`src/design/kwit_pkg.sv`:
```
// Package of constants, types and decode helpers for the keyed watchdog interval timer
// Operation
// - Run bit low halts counting and keeps the count; it resets to zero.
// - Range bit low: low prescale bits pick clock over 2^5 to 2^12.
// - Range bit high: low bits pick 2^14,16,17,18,19,21,23 or 25.
// - Range bit clear keeps the legacy three-bit prescale meaning unchanged.
// - Extension register clears only on power-on, survives watchdog-caused reset.
// - Protected registers take only 16-bit writes; byte and long writes ignored.
// - Counter write carries key 5A above the new count byte.
// - Control write carries key A5 above the data byte.
// - Extension write carries key AA above the data byte.
// - Watchdog mode overflow sets its flag, fires selected reset, keeps counting.
// - Interval mode overflow sets its flag, requests interrupt, keeps counting.
// - Mode bit zero selects interval mode, one watchdog; reset gives interval.
// - Reset-kind bit picks reset type in watchdog mode; ignored otherwise.
// - Interval flag set only by interval-mode overflow; reset clears it. The code also lets a keyed control write set it.
// - Watchdog flag set only by watchdog-mode overflow; power-on reset clears it, watchdog-caused reset does not. A keyed control write also sets it.
package kwit_pkg;

   // ****************************************************************
   // Register map
   // ****************************************************************
   localparam logic [7:0]  KWIT_OFS_COUNT   = 8'h08;
   localparam logic [7:0]  KWIT_OFS_CTRL    = 8'h0C;
   localparam logic [7:0]  KWIT_OFS_EXT     = 8'h10;

   localparam logic [7:0]  KWIT_KEY_COUNT   = 8'h5A;
   localparam logic [7:0]  KWIT_KEY_CTRL    = 8'hA5;
   localparam logic [7:0]  KWIT_KEY_EXT     = 8'hAA;

   localparam logic [1:0]  KWIT_SIZE_BYTE   = 2'h0;
   localparam logic [1:0]  KWIT_SIZE_WORD   = 2'h1;
   localparam logic [1:0]  KWIT_SIZE_LONG   = 2'h2;

   // ****************************************************************
   // Field positions and reset values
   // ****************************************************************
   localparam int          KWIT_BIT_RUN     = 7;
   localparam int          KWIT_BIT_MODE    = 6;
   localparam int          KWIT_BIT_KIND    = 5;
   localparam int          KWIT_BIT_WDOG_OVERFLOW_FLAG    = 4;
   localparam int          KWIT_BIT_INTERVAL_OVERFLOW_FLAG    = 3;
   localparam int          KWIT_BIT_PRESC   = 0;
   localparam int          KWIT_BIT_RANGE   = 0;

   localparam logic [7:0]  KWIT_CTRL_RESET  = 8'h00;
   localparam logic [7:0]  KWIT_EXT_RESET   = 8'h00;
   localparam logic [7:0]  KWIT_COUNT_RESET = 8'h00;
   localparam logic [7:0]  KWIT_COUNT_MAX   = 8'hFF;

   // ****************************************************************
   // Divider exponents, index {range, low bits}
   // ****************************************************************
   localparam int          KWIT_DIV_BITS    = 25;
   localparam logic [15:0][4:0] KWIT_EXP_TABLE = {
      5'h19, 5'h17, 5'h15, 5'h13, 5'h12, 5'h11, 5'h10, 5'h0E,
      5'h0C, 5'h0B, 5'h0A, 5'h09, 5'h08, 5'h07, 5'h06, 5'h05};

   // ****************************************************************
   // Types
   // ****************************************************************
   typedef struct packed {
      logic [7:0]  addr;
      logic [31:0] wdata;
      logic [1:0]  size;
      logic        wr;
      logic        rd;
   } kwit_bus_req_t;

   typedef struct packed {
      logic req;
      logic kind;
   } kwit_reset_t;

   // ****************************************************************
   // Decode helpers
   // ****************************************************************
   function automatic logic keyed_write(input kwit_bus_req_t req,
                                        input logic [7:0]    ofs,
                                        input logic [7:0]    key);
      keyed_write = req.wr && (req.addr == ofs) && (req.size == KWIT_SIZE_WORD)
                    && (req.wdata[15:8] == key);
   endfunction : keyed_write

   function automatic logic [4:0] div_exponent(input logic       range,
                                               input logic [2:0] low);
      div_exponent = KWIT_EXP_TABLE[{range, low}];
   endfunction : div_exponent

endpackage : kwit_pkg

```
`src/design/kwit_prescaler.sv`:
```
// Prescaler that turns the peripheral clock into count ticks
`timescale 1ns/1ps
module kwit_prescaler
   import kwit_pkg::*;
(
   // Clock and reset
   input  wire logic       clock,
   input  wire logic       reset,
   // Control
   input  wire logic       run,
   input  wire logic [3:0] select,
   // Tick out
   output logic            tick
);

   import kwit_pkg::*;

   logic [KWIT_DIV_BITS-1:0] divCount;
   logic [15:0]              hit;

   // Divider restarts from zero while stopped so every start has a known phase
   always_ff @(posedge clock or posedge reset) begin
      if (reset) begin
         divCount <= '0;
      end else if (!run) begin
         divCount <= '0;
      end else begin
         divCount <= divCount + 1'b1;
      end
   end

   // One tap per selectable ratio
   for (genvar i = 0; i < 16; i++) begin : g_tap
      localparam int E = int'(KWIT_EXP_TABLE[i]);
      assign hit[i] = &divCount[E-1:0];
   end

   assign tick = run && hit[select];

endmodule : kwit_prescaler

```
`src/design/kwit_top.sv`:
```
// Keyed watchdog and interval timer with register port
`timescale 1ns/1ps
module kwit_top
   import kwit_pkg::*;
(
   // Clock and power-on reset
   input  wire logic                 clock,
   input  wire logic                 reset,
   // Chip reset caused by this block, fed back by the reset unit
   input  wire logic                 internalReset,
   // Register port
   input  wire kwit_pkg::kwit_bus_req_t busReq,
   output logic [31:0]               readData,
   // Events
   output logic                      intervalIrq,
   output kwit_pkg::kwit_reset_t     wdogReset
);

   import kwit_pkg::*;

   // ****************************************************************
   // State
   // ****************************************************************
   logic [7:0] count;
   logic       runBit;
   logic       modeBit;
   logic       kindBit;
   logic       wdog_overflow_flag;
   logic       interval_overflow_flag;
   logic [2:0] presLow;
   logic       rangeBit;

   logic       tick;
   logic       overflow;
   logic       wrCount;
   logic       wrCtrl;
   logic       wrExt;
   logic       next_wdog_overflow_flag;
   logic       next_interval_overflow_flag;
   logic [7:0] ctrlView;
   logic [7:0] extView;

   // ****************************************************************
   // Write decode
   // ****************************************************************
   // Byte and long writes, or a wrong key, never match
   assign wrCount = keyed_write(busReq, KWIT_OFS_COUNT, KWIT_KEY_COUNT);
   assign wrCtrl  = keyed_write(busReq, KWIT_OFS_CTRL, KWIT_KEY_CTRL);
   assign wrExt   = keyed_write(busReq, KWIT_OFS_EXT, KWIT_KEY_EXT);

   // ****************************************************************
   // Prescaler
   // ****************************************************************
   kwit_prescaler u_prescaler (
      .clock  (clock),
      .reset  (reset),
      .run    (runBit),
      .select ({rangeBit, presLow}),
      .tick   (tick)
   );

   // ****************************************************************
   // Counter
   // ****************************************************************
   assign overflow = tick && (count == KWIT_COUNT_MAX);

   // A bus write in the same cycle as a tick wins; software reload is the
   // whole point of servicing, so it must never be lost to a step.
   always_ff @(posedge clock or posedge reset) begin
      if (reset) begin
         count <= KWIT_COUNT_RESET;
      end else if (internalReset) begin
         count <= KWIT_COUNT_RESET;
      end else if (wrCount) begin
         count <= busReq.wdata[7:0];
      end else if (tick) begin
         count <= count + 8'h01;
      end
   end

   // ****************************************************************
   // Control fields
   // ****************************************************************
   always_ff @(posedge clock or posedge reset) begin
      if (reset) begin
         runBit  <= KWIT_CTRL_RESET[KWIT_BIT_RUN];
         modeBit <= KWIT_CTRL_RESET[KWIT_BIT_MODE];
         kindBit <= KWIT_CTRL_RESET[KWIT_BIT_KIND];
         presLow <= KWIT_CTRL_RESET[KWIT_BIT_PRESC +: 3];
      end else if (internalReset) begin
         runBit  <= KWIT_CTRL_RESET[KWIT_BIT_RUN];
         modeBit <= KWIT_CTRL_RESET[KWIT_BIT_MODE];
         kindBit <= KWIT_CTRL_RESET[KWIT_BIT_KIND];
         presLow <= KWIT_CTRL_RESET[KWIT_BIT_PRESC +: 3];
      end else if (wrCtrl) begin
         runBit  <= busReq.wdata[KWIT_BIT_RUN];
         modeBit <= busReq.wdata[KWIT_BIT_MODE];
         kindBit <= busReq.wdata[KWIT_BIT_KIND];
         presLow <= busReq.wdata[KWIT_BIT_PRESC +: 3];
      end
   end

   // ****************************************************************
   // Overflow flags
   // ****************************************************************
   // Hardware set wins over a software clear in the same cycle
   always_comb begin
      next_wdog_overflow_flag = wrCtrl ? busReq.wdata[KWIT_BIT_WDOG_OVERFLOW_FLAG] : wdog_overflow_flag;
      next_interval_overflow_flag = wrCtrl ? busReq.wdata[KWIT_BIT_INTERVAL_OVERFLOW_FLAG] : interval_overflow_flag;
      if (overflow && modeBit) begin
         next_wdog_overflow_flag = 1'b1;
      end
      if (overflow && !modeBit) begin
         next_interval_overflow_flag = 1'b1;
      end
   end

   // The watchdog flag survives the reset it caused so software can see why
   always_ff @(posedge clock or posedge reset) begin
      if (reset) begin
         wdog_overflow_flag <= KWIT_CTRL_RESET[KWIT_BIT_WDOG_OVERFLOW_FLAG];
      end else begin
         wdog_overflow_flag <= next_wdog_overflow_flag;
      end
   end

   always_ff @(posedge clock or posedge reset) begin
      if (reset) begin
         interval_overflow_flag <= KWIT_CTRL_RESET[KWIT_BIT_INTERVAL_OVERFLOW_FLAG];
      end else if (internalReset) begin
         interval_overflow_flag <= KWIT_CTRL_RESET[KWIT_BIT_INTERVAL_OVERFLOW_FLAG];
      end else begin
         interval_overflow_flag <= next_interval_overflow_flag;
      end
   end

   // ****************************************************************
   // Extension register
   // ****************************************************************
   // Only the power-on reset touches it; the fed-back chip reset does not
   always_ff @(posedge clock or posedge reset) begin
      if (reset) begin
         rangeBit <= KWIT_EXT_RESET[KWIT_BIT_RANGE];
      end else if (wrExt) begin
         rangeBit <= busReq.wdata[KWIT_BIT_RANGE];
      end
   end

   // ****************************************************************
   // Event outputs
   // ****************************************************************
   always_ff @(posedge clock or posedge reset) begin
      if (reset) begin
         wdogReset <= '0;
      end else begin
         wdogReset.req  <= overflow && modeBit;
         wdogReset.kind <= modeBit ? kindBit : 1'b0;
      end
   end

   // Interrupt request is a level for as long as the interval flag stands
   assign intervalIrq = interval_overflow_flag;

   // ****************************************************************
   // Read port
   // ****************************************************************
   always_comb begin
      ctrlView = KWIT_CTRL_RESET;
      ctrlView[KWIT_BIT_RUN]       = runBit;
      ctrlView[KWIT_BIT_MODE]      = modeBit;
      ctrlView[KWIT_BIT_KIND]      = kindBit;
      ctrlView[KWIT_BIT_WDOG_OVERFLOW_FLAG]      = wdog_overflow_flag;
      ctrlView[KWIT_BIT_INTERVAL_OVERFLOW_FLAG]      = interval_overflow_flag;
      ctrlView[KWIT_BIT_PRESC +: 3] = presLow;
      extView = KWIT_EXT_RESET;
      extView[KWIT_BIT_RANGE]      = rangeBit;
   end

   // Data stand only in the cycle after the strobe; unmapped reads give zero
   always_ff @(posedge clock or posedge reset) begin
      if (reset) begin
         readData <= '0;
      end else if (busReq.rd) begin
         unique case (busReq.addr)
            KWIT_OFS_COUNT: readData <= {24'h00_0000, count};
            KWIT_OFS_CTRL:  readData <= {24'h00_0000, ctrlView};
            KWIT_OFS_EXT:   readData <= {24'h00_0000, extView};
            default:        readData <= '0;
         endcase
      end else begin
         readData <= '0;
      end
   end

   // Tick spacing watcher: counts cycles between ticks at a steady selection
   logic [25:0] gapCount;
   logic        gapValid;
   logic [3:0]  lastSel;

   always_ff @(posedge clock or posedge reset) begin
      if (reset) begin
         gapCount <= '0;
         gapValid <= 1'b0;
         lastSel  <= 4'h0;
      end else begin
         lastSel <= {rangeBit, presLow};
         if (!runBit || (lastSel != {rangeBit, presLow})) begin
            gapCount <= '0;
            gapValid <= 1'b0;
         end else if (tick) begin
            gapCount <= 26'h000_0001;
            gapValid <= 1'b1;
         end else begin
            gapCount <= gapCount + 26'h000_0001;
         end
      end
   end
endmodule : kwit_top

```
`config.mk`:
```
export PLATFORM = sky130hd
export DESIGN_NAME = kwit_top
export DESIGN_NICKNAME = d
export VERILOG_FILES = /design/src/design/kwit_pkg.sv /design/src/design/kwit_prescaler.sv /design/src/design/kwit_top.sv
export SDC_FILE = /design/constraint.sdc
export NUM_CORES = 1
export LEC_CHECK = 0
export CORE_UTILIZATION = 25
export DETAILED_ROUTE_END_ITERATION = 10
export DONT_BUFFER_PORTS = 1
export GPL_TIMING_DRIVEN = 0
export SETUP_SLACK_MARGIN = 0.3
export SYNTH_ARGS = -nofsm -noshare
export SYNTH_HDL_FRONTEND = slang
export SYNTH_SLANG_ARGS = --single-unit
```
`constraint.sdc`:
```
create_clock -name clock -period 2.9 [get_ports clock]
set_input_delay 0.29 -clock clock [delete_from_list [all_inputs] [get_ports clock]]
set_output_delay 0.29 -clock clock [all_outputs]
set_load 0.02 [all_outputs]
```
[Word-level counts from Yosys, hierarchy flattened]
Cells that the tools add are included.
Operators by class
  $lt $le $gt $ge: 1
  equal/unequal tests: 8
  mux-type cells: 22
  $add $sub $neg: 2
  reduce and logical (&&, ||, !) cells: 34
Operators with widths (count)
  $mux W32: 1
  $add A25 B1 Y25 const B: 1
  $mux W25: 1
  $reduce_and A25 Y1: 1
  $eq A8 B8 Y1 const B: 3
  $mux W8: 3
  $pmux W8 S3: 1
  $reduce_and A23 Y1: 1
  $reduce_and A21 Y1: 1
  $reduce_and A19 Y1: 1
  $reduce_and A18 Y1: 1
  $reduce_and A17 Y1: 1
  $eq A8 B4 Y1 const B: 2
  $reduce_and A16 Y1: 1
  $reduce_and A14 Y1: 1
  $logic_and A1 B1 Y1: 13
  $mux W1: 13
  $reduce_and A12 Y1: 1
  $reduce_and A11 Y1: 1
  $reduce_and A10 Y1: 1
  $reduce_and A9 Y1: 1
  $add A8 B1 Y8 const B: 1
  $eq A8 B5 Y1 const B: 1
  $eq A8 B7 Y1 const B: 1
  11 further kinds: 14
Storage, ports and cells
  output and inout port bits: 35
  flip-flop bits (word level): 76
  logic and storage cells: 79

[Logic depth before layout (Yosys ltp)]
  depth after elaboration: 8
  mapped depth: 12

[Hierarchy]
From an unflattened synthesis, not the netlist that was laid out.
Unflattened totals
  cell total of the unflattened synthesis: 323
  area total of the unflattened synthesis: 3067.9 µm²
By module, submodules not included
  kwit_top: cells each 172, area each 1615.3 µm², times used 1
  kwit_prescaler: cells each 151, area each 1452.6 µm², times used 1

[Least setup slack after synthesis]
Ideal clock, no wire load.
  kind: register to register
  start point: register u_prescaler.divCount[0]
  end point: register count[2]
  stages on the path, launching flop included: 13
  arrival time: 2.419 ns
  path buffers: 0
  slack: 0.386 ns
  required time: 2.804 ns
  cells stage by stage: dfrtp_1 > ha_1 > nand4_1 > nor2_1 > nand3_1 > inv_1 > ha_1 > nand2_1 > nor3_1 > a211oi_1 > o21a_1 > or4_1 > a311oi_2
On the way
  word-level cells in the longest chain between the ends: 5
  elaborated cells on any way between the ends: 20
RTL lines
  start, declared: RTL line kwit_prescaler.sv:18  | logic [KWIT_DIV_BITS-1:0] divCount;
  start signal, assigned: RTL line kwit_prescaler.sv:28  | divCount <= divCount + 1'b1;
  $reduce_and A25 Y1 (tied with other cells): RTL line kwit_prescaler.sv:35  | assign hit[i] = &divCount[E-1:0];
  $bmux W1 S4 *: RTL line kwit_prescaler.sv:38  | assign tick = run && hit[select];
  $mux W1 (not written as such) *: RTL line kwit_prescaler.sv:38
  $logic_and A1 B1 Y1 *: RTL line kwit_prescaler.sv:38
  $reduce_bool A3 Y1 (no line) *
  end signal, assigned: RTL line kwit_top.sv:75  | count <= busReq.wdata[7:0];
  end signal, assigned: RTL line kwit_top.sv:77  | count <= count + 8'h01;
  end, declared: RTL line kwit_top.sv:24  | logic [7:0] count;
Mark *: on every way between the ends. The rest lies on a longest branch, timed or not. The select of a mux whose other input is x is not followed.
A chain may end at the register's enable or synchronous reset.

[Final worst setup path]
  start point: register u_prescaler.divCount[10]
  end point: register count[2]
On the way
  word-level cells in the longest chain between the ends: 5
  elaborated cells on any way between the ends: 14
RTL lines (RTL line)
  $reduce_and A25 Y1 (tied with other cells): kwit_prescaler.sv:35
  $bmux W1 S4 *: kwit_prescaler.sv:38
  $mux W1 (not written as such) *: kwit_prescaler.sv:38
  $logic_and A1 B1 Y1 *: kwit_prescaler.sv:38
  $reduce_bool A3 Y1 (no line) *
Marks and branches as above.

==> metrics.txt <==
# TYPE chip_impl_metric gauge
chip_impl_metric{name="port-buffer-count",unit=""} 0
chip_impl_metric{name="max_clock_freq",unit="MHz"} 398
chip_impl_metric{name="finalWeightedCongestion",unit=""} 0.835
chip_impl_metric{name="layout_setup_ws",unit="ns"} 0.389
chip_impl_metric{name="grt_pass1_wl",unit="mm"} 11.5
chip_impl_metric{name="ant_nets",unit=""} 0
chip_impl_info{name="mostFrequentLayoutCell",value="sky130_fd_sc_hd__dfrtp_1"} 1
chip_impl_metric{name="area_after_dpl",unit="µm²"} 3380
chip_impl_metric{name="number_of_clock_sinks_seen_by_cts",unit=""} 52
chip_impl_info{name="clock_tree_from_tritoncts",value="yes"} 1
chip_impl_metric{name="h_tree_levels",unit=""} 2
chip_impl_metric{name="synth_enable_flop_cells",unit=""} 0
chip_impl_metric{name="slew_at_the_pin_with_the_worst_max_slew_slack",unit="ns"} 0.680
chip_impl_metric{name="power_per_cell_area",unit="nW/µm²"} 423
chip_impl_metric{name="yosysSeqAreaShare",unit="%"} 42.1
chip_impl_metric{name="period_minus_slack",unit="ns"} 2.51
chip_impl_metric{name="crit_buf_inv",unit=""} 1
chip_impl_metric{name="antenna_cells_inserted",unit=""} 0
chip_impl_metric{name="io_pins",unit=""} 82
chip_impl_metric{name="detailedRoute.firstIterationViolations",unit=""} 124
chip_impl_metric{name="synth-seq-cells",unit=""} 52
chip_impl_metric{name="final.hold.worst_slack",unit="ns"} 0.106
chip_impl_metric{name="required",unit="ns"} 3.10
chip_impl_metric{name="area_delta_synth_final",unit="%"} 19.0
chip_impl_info{name="critical-path-top-delay-family",value="simple AND/OR/NAND/NOR gates"} 1
chip_impl_metric{name="cts-root-to-sink-buffers",unit=""} 2
chip_impl_metric{name="path_clk_slew",unit="ns"} 0.07
chip_impl_metric{name="count_of_final_setup_violators",unit=""} 0
chip_impl_metric{name="floorplan.initialDensity",unit="%"} 25.7
chip_impl_metric{name="drc",unit=""} 0
chip_impl_metric{name="antenna_found_initial",unit=""} 0
chip_impl_metric{name="fin_tns_setup",unit="ns"} 0
chip_impl_metric{name="avgViaCountPerCell",unit=""} 4.77
chip_impl_metric{name="wl_per_cell",unit="µm"} 13.6
chip_impl_info{name="outcome",value="finished, final reports clean"} 1
chip_impl_info{name="crit_slowest_cell",value="sky130_fd_sc_hd__or4_4"} 1
chip_impl_info{name="most-common-layout-cells",value="sky130_fd_sc_hd__dfrtp_1 (52), sky130_fd_sc_hd__buf_4 (33), sky130_fd_sc_hd__conb_1 (24)"} 1
chip_impl_info{name="clockRootBuffer",value="sky130_fd_sc_hd__clkbuf_16"} 1
chip_impl_metric{name="detailed_place_hpwl",unit="mm"} 4.98
chip_impl_metric{name="synth_top_area_share",unit="%"} 42.1
chip_impl_metric{name="synth_cells",unit=""} 323
chip_impl_metric{name="clock_latency",unit="ns"} 0.29
chip_impl_metric{name="maxCapViolCount",unit=""} 0
chip_impl_metric{name="total_congestion_overflow",unit=""} 0
chip_impl_metric{name="finalClockSkew",unit="ns"} 0.00456
chip_impl_metric{name="post_route_cells_drive_above_1_share",unit="%"} 17.8
chip_impl_metric{name="via_count_of_the_first_global_routing_pass",unit=""} 2363
chip_impl_metric{name="synth_area_per_cell",unit="µm²"} 9.56
chip_impl_metric{name="ir_drop",unit="µV"} 231
chip_impl_metric{name="yosysUniqueCellTypes",unit=""} 50
chip_impl_metric{name="dieHeight",unit="µm"} 113
chip_impl_info{name="timing.critical_path.to_type",value="flop"} 1
chip_impl_metric{name="synth.yosys.warnings",unit=""} 0
chip_impl_metric{name="finalHoldViolations",unit=""} 0
chip_impl_info{name="synth.largest_area_cell",value="sky130_fd_sc_hd__dfrtp_1"} 1
chip_impl_metric{name="maxSlewViolCount",unit=""} 0
chip_impl_metric{name="path_max_fanout",unit=""} 7
chip_impl_info{name="hold_class",value="in -> reg"} 1
chip_impl_metric{name="dp_slack",unit="ns"} -0.0139
chip_impl_metric{name="coreArea",unit="µm²"} 12000
chip_impl_metric{name="finalCritPeriodShare",unit="%"} 86.6
chip_impl_metric{name="synth-async-reset-ratio",unit="%"} 100
chip_impl_metric{name="slew_headroom",unit="%"} 54.7
chip_impl_info{name="grt_setup_unrepaired",value="true"} 1
chip_impl_metric{name="drt-pass1-iter-count",unit=""} 4
chip_impl_metric{name="rows",unit=""} 40
chip_impl_metric{name="final_nets",unit=""} 416
chip_impl_metric{name="grt_max_degree",unit=""} 32
chip_impl_info{name="synth_top_flop_cell",value="sky130_fd_sc_hd__dfrtp_1"} 1
chip_impl_info{name="post_synth_main_area_contributors",value="sky130_fd_sc_hd__dfrtp_1 (42%), sky130_fd_sc_hd__buf_4 (5.8%), sky130_fd_sc_hd__mux2i_1 (4.9%)"} 1
chip_impl_metric{name="fillerInstances",unit=""} 1239
chip_impl_metric{name="wl",unit="mm"} 6.98
chip_impl_metric{name="global_route.usage.total",unit="%"} 11.2
chip_impl_metric{name="critical_path.max_stage_delay",unit="ns"} 0.49
chip_impl_metric{name="fp.dieW",unit="µm"} 113
chip_impl_metric{name="finish.instance_area",unit="µm²"} 3680
chip_impl_info{name="worstSetupStartpointType",value="flop"} 1
chip_impl_info{name="worstPathCellList",value="nand3_1 -> nor2_2 -> nand3_2 -> inv_2 -> ha_1 -> nand2_1 -> nor3_2 -> a211oi_2 -> o21a_2 -> or4_4 -> a311oi_2"} 1
chip_impl_metric{name="floorplan.die_area",unit="µm²"} 12800
chip_impl_metric{name="routed-via-count",unit=""} 2442
chip_impl_metric{name="cts-buffers-inserted",unit=""} 5
chip_impl_metric{name="finish.utilization",unit="%"} 30.6
chip_impl_info{name="critical_path_class",value="reg -> reg"} 1
chip_impl_metric{name="synth_area",unit="µm²"} 3090
chip_impl_metric{name="worstPathArrival",unit="ns"} 2.71
chip_impl_metric{name="power_leakage",unit="nW"} 1.69
==> synthesized netlist by cell type (10+ instances only) <==
cell,count
sky130_fd_sc_hd__and3_1,10
sky130_fd_sc_hd__nand4_1,10
sky130_fd_sc_hd__nand3_1,20
sky130_fd_sc_hd__nor3_1,13
sky130_fd_sc_hd__and2_1,20
sky130_fd_sc_hd__mux2i_1,15
sky130_fd_sc_hd__nand2_1,22
sky130_fd_sc_hd__dfrtp_1,52
sky130_fd_sc_hd__nor2_1,21
sky130_fd_sc_hd__buf_4,24
sky130_fd_sc_hd__xor2_1,10
==> path summary, 6_finish.rpt <==
check,from,end,slack [ns],cells after the start
worst max-delay path,u_prescaler.divCount[10]$_DFF_PP0_,count[2]$_DFFE_PP0P_,0.39,11
worst min-delay path,busReq[0],readData[0]$_DFF_PP0_,0.11,2
worst max register to register,u_prescaler.divCount[10]$_DFF_PP0_,count[2]$_DFFE_PP0P_,0.39,11
worst min register to register,wdog_overflow_flag$_DFFE_PP0P_,wdog_overflow_flag$_DFFE_PP0P_,0.50,2
max in group asynchronous,reset,count[4]$_DFFE_PP0P_,1.88,3
min in group asynchronous,reset,u_prescaler.divCount[21]$_DFF_PP0_,0.48,2
==> state kept, by name, indices dropped and copies added, names as in the netlist <==
register	flops
u_prescaler.divCount	25
count	8
readData	8
presLow	3
wdogReset	2
intervalIrq	1
kindBit	1
modeBit	1
rangeBit	1
runBit	1
wdog_overflow_flag	1
==> power breakdown <==
group          internal, mW  switching [mW]
logic                0.0391          0.0626
registers             0.728         0.00639
clock network         0.455           0.263
total                  1.22           0.332
==> per-stage QoR <==
step	cells	total power, mW
global placement	493	0.845
CTS	507	1.56
global route	512	1.61
finish	512	1.55
detailed placement	494	0.849
floorplan	346	0.834
==> layout make-up <==
| cell class | count | area [µm²] | share of cell area (%) |
|---|---|---|---|
| clock buffers | 7 | 153 | 4.15 |
| repair buffers | 11 | 97.6 | 2.65 |
| inverters | 8 | 30.0 | 0.817 |
| multi-input cells | 251 | 1640 | 44.7 |
| well taps | 147 | 184 | 5.00 |
| plain buffers | 35 | 239 | 6.50 |
| clock inverters | 1 | 30.0 | 0.817 |
| flip-flops and latches | 52 | 1300 | 35.4 |
==> cells by family after synthesis <==
logic type,count (synthesis),synth area share [%]
mux,16,5.23
buf+inv,43,8.71
other cells,1,0.121
flops,52,42.1
compound gates,40,9.56
xor+xnor,17,4.82
fa+ha+maj,5,2.03
simple gates,149,27.4
==> worst reg2reg max path: stages, from the launching register on <==
cell,delay (ns)
sky130_fd_sc_hd__dfrtp_1,0.40
sky130_fd_sc_hd__nand3_1,0.16
sky130_fd_sc_hd__nor2_2,0.29
sky130_fd_sc_hd__nand3_2,0.14
sky130_fd_sc_hd__inv_2,0.08
sky130_fd_sc_hd__ha_1,0.14
sky130_fd_sc_hd__nand2_1,0.06
sky130_fd_sc_hd__nor3_2,0.21
sky130_fd_sc_hd__a211oi_2,0.06
sky130_fd_sc_hd__o21a_2,0.19
sky130_fd_sc_hd__or4_4,0.49
sky130_fd_sc_hd__a311oi_2,0.20
==> what timing repair did <==
action / 4_1_cts / 5_1_grt
endpoints found under the setup margin: 9 / 7
endpoints found under the hold margin: 21 / 0
pin swaps: 0 / 7
setup buffers: 4 / 5
hold buffers: 1 / 0
resized for setup: 6 / 4
==> metal layers <==
layer	part of all wire, %	global-route usage (%)	up-vias
met2	46	17.7	81
met1	47	14.8	1158
met3	5.5	3.00	9
li1	-	-	1194
met4	1.6	3.95	0
met5	0	0	-
No activity file was read; power rests on OpenSTA's default activity.
